## src/rtl/cdac_defines.vh

```
/*
 * Constants for the two-wire slave port of the current-sink DAC.
 * Assumes it is included by its bare name from the rtl/ folder.
 */
`ifndef CDAC_DEFINES_VH
`define CDAC_DEFINES_VH

// ****************************************************************
// Address matching
// ****************************************************************
`define CDAC_ADDR_UPPER 5'h03
`define CDAC_ADDR_HI 6
`define CDAC_ADDR_LO 2

// ****************************************************************
// Input register layout and reset value
// ****************************************************************
`define CDAC_REG_RESET 16'h0000
`define CDAC_PD_BIT 15
`define CDAC_CODE_HI 13
`define CDAC_CODE_LO 4

// ****************************************************************
// Timing
// ****************************************************************
`define CDAC_CLK_MHZ 200
`define CDAC_BUS_KHZ_MAX 400

`endif

```

## src/rtl/cdac_i2c_slave.v

```verilog
/*
 * Two-wire slave port of a 10-bit current-sink DAC: address match,
 * acknowledge, two-byte write into the input register with transfer
 * to the DAC register, two-byte read with clear afterwards.
 * Assumes the bus wires are resolved outside from the output enables
 * and that scl and sda come asynchronously from the pins.
 */
// Operation
// - Port works for bus clock rates up to 400 kHz.
// - After a finished read the input register clears to zero.
// - Start is data falling while clock is high.
// - After start, shift seven address bits and a direction bit.
// - Match only the upper five address bits; low two ignored.
// - On match, pull data low during the ninth clock pulse.
// - Two data bytes per transfer, each byte acknowledged.
// - Write data enters high byte first, MSB first.
// - After both bytes, input register moves into DAC register.
// - Bit 15 is software power-down, active high.
// - Bits 13 to 4 carry the ten-bit code.
// - Read returns the input register high byte first, MSB first.
// - Power-down pin forces power-down without the bus clock.
`timescale 1ns/1ps
`include "cdac_defines.vh"

module cdac_i2c_slave (
    // Clock and reset.
    input wire ref_clk,
    input wire rst_n,
    // Bus pins.
    input wire scl_in,
    input wire sda_in,
    output wire sda_out,
    output wire sda_oe,
    // Power-down pin.
    input wire power_down_pin,
    // Converter side.
    output reg [9:0] dac_code_field,
    output wire power_down_control,
    output reg [15:0] dac_input_shift_register
);

    // ************************************************************
    // States
    // ************************************************************
    localparam [4:0] ST_IDLE = 5'h01;
    localparam [4:0] ST_ADDR = 5'h02;
    localparam [4:0] ST_WR = 5'h04;
    localparam [4:0] ST_RD = 5'h08;
    localparam [4:0] ST_ACK = 5'h10;

    // Bus clock period at the 400 kHz ceiling, in ref cycles; nothing checks it.
    localparam integer BUS_CYC_MIN =
        (`CDAC_CLK_MHZ * 1000) / `CDAC_BUS_KHZ_MAX;

    // Shift, count and control state of the serial port.
    reg [2:0] scl_s_r;
    reg [2:0] sda_s_r;
    reg [4:0] state_r;
    reg [3:0] bit_r;
    reg [7:0] byte_r;
    reg [1:0] bytes_r;
    reg rd_r;
    reg sda_drv_r;
    reg ack_done_r;
    reg sw_pd_r;
    reg [7:0] rd_shift_r;

    // Two-stage synchronisers plus a history stage for edges.
    always @(posedge ref_clk) begin
        if (!rst_n) begin
            scl_s_r <= 3'h7;
            sda_s_r <= 3'h7;
        end else begin
            scl_s_r <= {scl_s_r[1:0], scl_in};
            sda_s_r <= {sda_s_r[1:0], sda_in};
        end
    end

    // Edges and bus conditions, decoded from the synchronised copies.
    wire scl_h = scl_s_r[1];
    wire scl_rise = scl_s_r[1] & ~scl_s_r[2];
    wire scl_fall = ~scl_s_r[1] & scl_s_r[2];
    wire start_det = scl_h & scl_s_r[2] & sda_s_r[2] & ~sda_s_r[1];
    wire stop_det = scl_h & scl_s_r[2] & ~sda_s_r[2] & sda_s_r[1];

    // The line is only ever pulled low; the pull-up gives the high level.
    assign sda_out = 1'b0;
    assign sda_oe = sda_drv_r;
    // Power-down from pin acts combinationally, no bus clock needed.
    assign power_down_control = power_down_pin | sw_pd_r;

    // Serial state machine; sampled on clock rise, driven on fall.
    always @(posedge ref_clk) begin
        if (!rst_n) begin
            state_r <= ST_IDLE;
            bit_r <= 4'h0;
            byte_r <= 8'h00;
            bytes_r <= 2'h0;
            rd_r <= 1'b0;
            sda_drv_r <= 1'b0;
            ack_done_r <= 1'b0;
            rd_shift_r <= 8'h00;
            dac_input_shift_register <= `CDAC_REG_RESET;
            dac_code_field <= 10'h000;
            sw_pd_r <= 1'b0;
        end else if (start_det) begin
            state_r <= ST_ADDR;
            bit_r <= 4'h0;
            bytes_r <= 2'h0;
            sda_drv_r <= 1'b0;
        end else if (stop_det) begin
            // Read is complete once the master stops the bus.
            if (rd_r && bytes_r == 2'h2) begin
                dac_input_shift_register <= `CDAC_REG_RESET;
            end
            state_r <= ST_IDLE;
            rd_r <= 1'b0;
            bytes_r <= 2'h0;
            sda_drv_r <= 1'b0;
        end else begin
            case (state_r)
                // Idle: keep the line released until a start arrives.
                ST_IDLE: begin
                    sda_drv_r <= 1'b0;
                end
                ST_ADDR, ST_WR: begin
                    if (scl_rise) begin
                        byte_r <= {byte_r[6:0], sda_s_r[1]};
                        bit_r <= bit_r + 4'h1;
                    end else if (scl_fall && bit_r == 4'h8) begin
                        bit_r <= 4'h0;
                        ack_done_r <= 1'b0;
                        if (state_r == ST_ADDR) begin
                            // Only the upper five address bits take part.
                            if (byte_r[7:3] == `CDAC_ADDR_UPPER) begin
                                rd_r <= byte_r[0];
                                sda_drv_r <= 1'b1;
                                state_r <= ST_ACK;
                            end else begin
                                state_r <= ST_IDLE;
                            end
                        end else begin
                            // High byte lands in upper half first.
                            if (bytes_r == 2'h0) begin
                                dac_input_shift_register[15:8] <=
                                    byte_r;
                            end else begin
                                dac_input_shift_register[7:0] <=
                                    byte_r;
                            end
                            bytes_r <= bytes_r + 2'h1;
                            sda_drv_r <= 1'b1;
                            state_r <= ST_ACK;
                        end
                    end
                end
                ST_RD: begin
                    // Drive the data bit low when the shifted bit is zero.
                    if (scl_fall) begin
                        if (bit_r == 4'h7) begin
                            sda_drv_r <= 1'b0;
                            bit_r <= 4'h8;
                            bytes_r <= bytes_r + 2'h1;
                        end else if (bit_r == 4'h8) begin
                            sda_drv_r <= 1'b0;
                            state_r <= ST_ACK;
                            ack_done_r <= 1'b1;
                        end else begin
                            sda_drv_r <= ~rd_shift_r[6];
                            rd_shift_r <= {rd_shift_r[6:0], 1'b0};
                            bit_r <= bit_r + 4'h1;
                        end
                    end else if (scl_rise && bit_r == 4'h8 && sda_s_r[1]) begin
                        // Master did not acknowledge; release the bus.
                        state_r <= ST_IDLE;
                    end
                end
                ST_ACK: begin
                    if (ack_done_r) begin
                        // After master acknowledge: next read byte, or idle after the second.
                        ack_done_r <= 1'b0;
                        bit_r <= 4'h0;
                        if (bytes_r == 2'h2) begin
                            state_r <= ST_IDLE;
                        end else begin
                            rd_shift_r <= dac_input_shift_register[7:0];
                            sda_drv_r <= ~dac_input_shift_register[7];
                            state_r <= ST_RD;
                        end
                    end else if (scl_fall) begin
                        // Ninth pulse over: release, or drive the first read bit, then move on.
                        sda_drv_r <= 1'b0;
                        bit_r <= 4'h0;
                        if (rd_r) begin
                            rd_shift_r <= dac_input_shift_register[15:8];
                            sda_drv_r <=
                                ~dac_input_shift_register[15];
                            state_r <= ST_RD;
                        end else if (bytes_r == 2'h2) begin
                            // Both bytes are in: update code and power-down.
                            dac_code_field <= dac_input_shift_register[
                                `CDAC_CODE_HI:`CDAC_CODE_LO];
                            sw_pd_r <=
                                dac_input_shift_register[`CDAC_PD_BIT];
                            state_r <= ST_IDLE;
                        end else begin
                            state_r <= ST_WR;
                        end
                    end
                end
                // A stray state code goes back to waiting for a start.
                default: begin
                    state_r <= ST_IDLE;
                end
            endcase
        end
    end

endmodule

```

## config.mk

```make
export PLATFORM = sky130hd
export DESIGN_NAME = cdac_i2c_slave
export DESIGN_NICKNAME = d
export VERILOG_FILES = /design/src/rtl/cdac_i2c_slave.v
export VERILOG_INCLUDE_DIRS = /design/src /design/src/rtl
export SDC_FILE = /design/constraint.sdc
export NUM_CORES = 1
export LEC_CHECK = 0
export ABC_AREA = 1
export ABC_CLOCK_PERIOD_IN_PS = 2050
export BUFFER_PORTS_ARGS = -buffer_cell sky130_fd_sc_hd__buf_4
export CAP_MARGIN = 25
export CORE_ASPECT_RATIO = 0.7
export CORE_MARGIN = 4
export CORE_UTILIZATION = 58
export CTS_CLUSTER_DIAMETER = 200
export DETAILED_ROUTE_END_ITERATION = 10
export GPL_ROUTABILITY_DRIVEN = 0
export PLACE_DENSITY = 0.79
export SLEW_MARGIN = 10
export SYNTH_ARGS = -nofsm -noshare
export SYNTH_HDL_FRONTEND = slang
export SYNTH_SLANG_ARGS = --single-unit
export TNS_END_PERCENT = 100
```

## constraint.sdc

```tcl
create_clock -name ref_clk -period 2.05 [get_ports ref_clk]
set_clock_uncertainty 0.15 [all_clocks]
set_input_delay 0 -clock ref_clk [delete_from_list [all_inputs] [get_ports ref_clk]]
set_output_delay 0 -clock ref_clk [all_outputs]
set_load 0.02 [all_outputs]
```

### Word level (Yosys, flattened, before mapping)

Cells that the tools add are included.

* register bits after elaboration: 62
* input bits: 5
* output and inout port bits: 29
* logic and storage cells: 174

* add/sub/neg operators: 2
* equality and inequality tests: 37
* multiplexer cells: 70
* bitwise gates (word level): 21
* reduce and logical (&&, ||, !) cells: 29

Operators with widths (count)
* $mux 16: 6
* $mux 5: 10
* $mux 7: 7
* $reduce_and 7->1: 6
* $mux 4: 9
* $ne 3x3->1 const B: 10
* $mux 1: 22
* $ne 2x2->1 const B: 10
* $ne 5x5->1 const B: 4
* $pmux 5 s4: 1
* $reduce_and 6->1: 3
* $mux 8: 2
* $mux 2: 7
* $pmux 7 s2: 1
* $reduce_bool 2->1: 7
* $not 1->1: 13
* $pmux 4 s3: 1
* $eq 5x2->1 const B: 2
* $reduce_and 9->1: 1
* $ne 4x4->1 const B: 2
* $reduce_and 8->1: 1
* $and 1x1->1: 7
* $eq 5x1->1 const B: 1
* $eq 5x3->1 const B: 1
* 20 further kinds: 25

### Logic depth before layout (Yosys ltp)

* depth in word-level cells: 9
* gate-level depth with buffers: 12
* depth with buffers taken out: 12

### Worst setup path after synthesis

Ideal clock, no wire load.

* path kind: register to register
* from: reg bit_r[0]
* to: reg dac_input_shift_register[14]
* library setup time: 0.132 ns
* data arrival time: 1.426 ns
* required time: 1.768 ns
* setup slack: 0.342 ns
* stages on the path, launching flop included: 12
* path buffers: 0
* clock period less this slack: 1.708 ns
* cell sequence: dfxtp_1 inv_1 ha_1 nand2_1 nor2_2 nand2_1 inv_1 nor2_2 nor2_4 nand2_2 nand2_1 a21oi_1

* longest elaborated chain between the ends: 4

Ends and longest elaborated chain
* from (decl): RTL line cdac_i2c_slave.v:59 `reg [3:0] bit_r;`
* from (signal assigned): RTL line cdac_i2c_slave.v:129 `bit_r <= bit_r + 4'h1;`
* from (signal assigned): RTL line cdac_i2c_slave.v:171 `bit_r <= bit_r + 4'h1;`
* $eq 4x4->1: RTL line cdac_i2c_slave.v:130 `end else if (scl_fall && bit_r == 4'h8) begin`
* $logic_and 1x1->1: RTL line cdac_i2c_slave.v:130
* $reduce_bool 2->1 (no source line)
* $reduce_and 7->1 (no source line)
* to (signal assigned): RTL line cdac_i2c_slave.v:103 `` dac_input_shift_register <= `CDAC_REG_RESET; ``
* to (signal assigned): RTL line cdac_i2c_slave.v:114 `` dac_input_shift_register <= `CDAC_REG_RESET; ``
* to (signal assigned): RTL line cdac_i2c_slave.v:145 `dac_input_shift_register[15:8] <=`
* to (decl): RTL line cdac_i2c_slave.v:39 `output reg [15:0] dac_input_shift_register`

Every way passes these cells.
A chain may end at the register's enable or synchronous reset.

### Worst setup path after layout

* from: reg state_r[2]
* to: reg dac_input_shift_register[12]

* longest elaborated chain between the ends: 4
* elaborated cells between the ends (all ways): 6
* those cells by class: 3 x eq/ne; 3 x reduce/logical

Ends and longest elaborated chain
* from (decl): RTL line cdac_i2c_slave.v:58 `reg [4:0] state_r;`
* from (signal assigned): RTL line cdac_i2c_slave.v:95 `state_r <= ST_IDLE;`
* from (signal assigned): RTL line cdac_i2c_slave.v:107 `state_r <= ST_ADDR;`
* from (signal assigned): RTL line cdac_i2c_slave.v:116 `state_r <= ST_IDLE;`
* $eq 5x2->1 or $eq 5x3->1 (tied branches): RTL line cdac_i2c_slave.v:121, cdac_i2c_slave.v:133
* $reduce_or 2->1: RTL line cdac_i2c_slave.v:121 `case (state_r)`
* $reduce_bool 2->1 (no source line)
* $reduce_and 7->1 (no source line) (*)

Mark *: on every way between the ends. The rest lies on a longest branch, timed or not.

==> impl_metrics.ini <==
[placed_design]
port_buffers = 32
dpl.hpwl_um = 5916
dp.cells = 551
dpl_cell_area_sq_um = 3405

[critical_path]
r2r_slack_ns = 0.10
crit_path_end_kind = register
cp.required_ns = 2.13
crit_chain = nor2_2 -> nand3_2 -> nand2_4 -> inv_1 -> o21ai_4 -> buf_4 -> nand3_1 -> nand2_1 -> a21oi_1
arrival_ns = 2.03
critPathKind = reg -> reg
timing.rr.end = dac_input_shift_register[12]
r2r.worst_path.cells = 9
crit_fanout = 9
r2r_start = state_r[2]
slowest_delay_ns = 0.35
cp-start-kind = register
slowest_stage = dfxtp_1

[power]
ir_worst_vdd_mv = 0.6871
p_leak_nw = 1.694
combPwrFrac_pct = 22.9
total_power_mw = 3.370
switchingPower_mw = 1.056
pwr_density_cell_nw_per_um2 = 905.7
intPower_mw = 2.314
sw_frac_of_total_pct = 31.33
pwr-share-clk_pct = 36.9
power_frac_seq_pct = 40.1

[min_path]
hold_start = power_down_pin
holdPathEnd = power_down_control
whs_path_depth = 3
hold_path_class = in -> out

[finish]
antenna_cells = 0
fin_nets = 507
postLayoutCoreUtil_pct = 74.93
layout_common_cells = 104 x nand2_1, 69 x nor2_1, 62 x dfxtp_1
stdcell_count = 572
final_common_cell = nand2_1
drive_gt1_share_pct = 17.50
area_growth_pct = 20.45
finalInstanceArea_sq_um = 3721

[route]
drt_wl_total_um = 8277
wl_per_cell_um = 14.47
firstDrtPassIters = 6
drcViolationCount = 0
vias_per_cell = 5.449
vias = 3117
antenna_left = 0
initialDrtViolationCount = 464

[run]
drv_cap = 0

[clock_network]
cts_tree = done
htree_num_levels = 3
cts_sinks = 62
clock_latency_ns = 0.34
cts_max_path_buffers = 2
cts-root-buf = clkbuf_8
cts_made_buffers = 9
clkTransAtPathRegs_ns = 0.06

[global_route]
grt_max_degree = 29
grt_pass1_vias = 2763
antenna_found_initial = 0
grt_pass1_wl_um = 13530
grt_use_total_pct = 26.24
grt-ovfl-total = 0

[timing]
tns_ns = 0
setup_viol = 0
drv_slew = 0
hold_viol_final = 0
fmaxAchievable_mhz = 513.9
grt_setup_unrepaired = yes
min_period_over_period_pct = 94.92
finalCriticalPeriod_ns = 1.946

[floorplanning]
num_rows = 21
coreArea_sq_um = 4966
die_area_sq_um = 6577
dieHeight_um = 69.06
initial_utilization_pct = 62.21
pin_count = 34
dieWidth_um = 95.23

[logic_synthesis]
syn-cell-area_sq_um = 3089
synth_area_per_cell_sq_um = 6.775
yosysUniqueCellTypes = 32
syn_inst = 456
ys_seq_area_share_pct = 40.18
synthesis.nets = 465
yosys_warnings = 0
synth.ff_latch_count = 62

[outcome]
outcome = finished clean
[how the worst max path moves through the flow]
stage / from / to / slack (ns) / cells after the start
final: state_r[2] / dac_input_shift_register[12] / 0.10 / 9
after floorplan: bit_r[0] / dac_input_shift_register[14] / 0.34 / 11
after CTS: bit_r[0] / dac_input_shift_register[2] / 0.1 / 11
after detailed placement: bit_r[0] / dac_input_shift_register[2] / 0.12 / 11
after global placement: bit_r[0] / dac_input_shift_register[6] / 0.16 / 11
after global routing: bit_r[0] / bytes_r[1] / -0.03 / 10
[worst max-delay path, delay by kind of cell, from the launching register on]
kind                   cells  cell delay, ns
flip-flops                 1            0.35
buffers and inverters      2            0.29
AO/OA/AOI/OAI              2            0.26
AND/OR/NAND/NOR            5            0.77
[cell usage after synthesis]
cell type | count | area, sq um
nand3_2 | 2 | 20.02
dfxtp_1 | 62 | 1241
xor2_1 | 1 | 8.760
ha_1 | 4 | 50.05
and2_1 | 1 | 6.260
clkbuf_1 | 7 | 26.28
nand2_1 | 105 | 394.1
inv_2 | 2 | 7.510
o21ai_0 | 26 | 130.1
or2_2 | 5 | 31.28
nor2_1 | 72 | 270.3
nand4_1 | 6 | 37.54
nand3_1 | 27 | 135.1
a21oi_1 | 35 | 175.2
nand2_2 | 4 | 25.02
o31ai_1 | 1 | 7.510
nor2_2 | 5 | 31.28
inv_1 | 56 | 210.2
a21oi_2 | 1 | 8.760
nor2_4 | 5 | 56.30
conb_1 | 1 | 3.750
a21boi_0 | 1 | 7.510
o22ai_1 | 2 | 12.51
nor3_1 | 2 | 10.01
buf_4 | 1 | 7.510
a211oi_1 | 11 | 82.58
nand2_4 | 1 | 11.26
a31oi_1 | 3 | 18.77
a21o_1 | 2 | 15.01
buf_2 | 3 | 15.01
nor3_4 | 1 | 16.27
o21ai_4 | 1 | 16.27
[power by group through the flow]
stage	combinational, mW	sequential [mW]	clock (mW)
floorplan	0.555	1.36	0
global placement	0.678	1.37	0
detailed placement	0.697	1.37	0
CTS	0.709	1.35	1.26
global route	0.873	1.36	1.34
finish	0.773	1.35	1.24
[through the flow]
stage | worst slack (ns) | hold WS [ns]
5_1_grt | -0.03406 | 0.1525
3_3_place_gp | 0.1584 | 0.03826
6_report | 0.1042 | 0.1321
2_1_floorplan | 0.3419 | -0.04342
3_5_place_dp | 0.1246 | 0.04289
4_1_cts | 0.09960 | 0.1342
[state kept, by name, indices dropped and copies added, names as in the netlist, 3 cells and up]
| register | count |
|---|---|
| dac_input_shift_register | 16 |
| bit_r | 4 |
| sda_s_r | 3 |
| byte_r | 8 |
| scl_s_r | 3 |
| dac_code_field | 10 |
| rd_shift_r | 7 |
| state_r | 5 |
[metal layers]
| layer | global-route usage [%] | share of wire [%] | vias up |
|---|---|---|---|
| met1 | 38.55 | 45 | 1369 |
| met5 | 0 | 0 | - |
| met3 | 9.783 | 11 | 29 |
| met4 | 8.000 | 2.3 | 0 |
| met2 | 35.07 | 42 | 178 |
| li1 | - | - | 1541 |
[what timing repair did]
item	CTS	global route
hold buffers	3	0
gates resized for setup	0	14
setup buffers	0	2
endpoints found under the setup margin	0	29
hold endpoints to repair	27	0
[cell type report]
cell class | instances | area (sq um)
clock buffers | 13 | 168.9
clock inverters | 3 | 65.06
fillers | 372 | 1245
inverters | 58 | 217.7
multi-input cells | 325 | 1619
flip-flops and latches | 62 | 1241
well taps | 69 | 86.33
repair buffers | 42 | 322.8
[cells by family after synthesis]
| logic type | after synthesis | synth area share (%) |
|---|---|---|
| AOI/OAI and AO/OA | 83 | 15.35 |
| xor gates and xnor gates | 1 | 0.2836 |
| adders and majority gates | 4 | 1.620 |
| buffers and inverters | 69 | 8.627 |
| DFF | 62 | 40.18 |
| other | 1 | 0.1214 |
| and+or+nand+nor | 236 | 33.82 |
(Power assumes the default switching activity.)
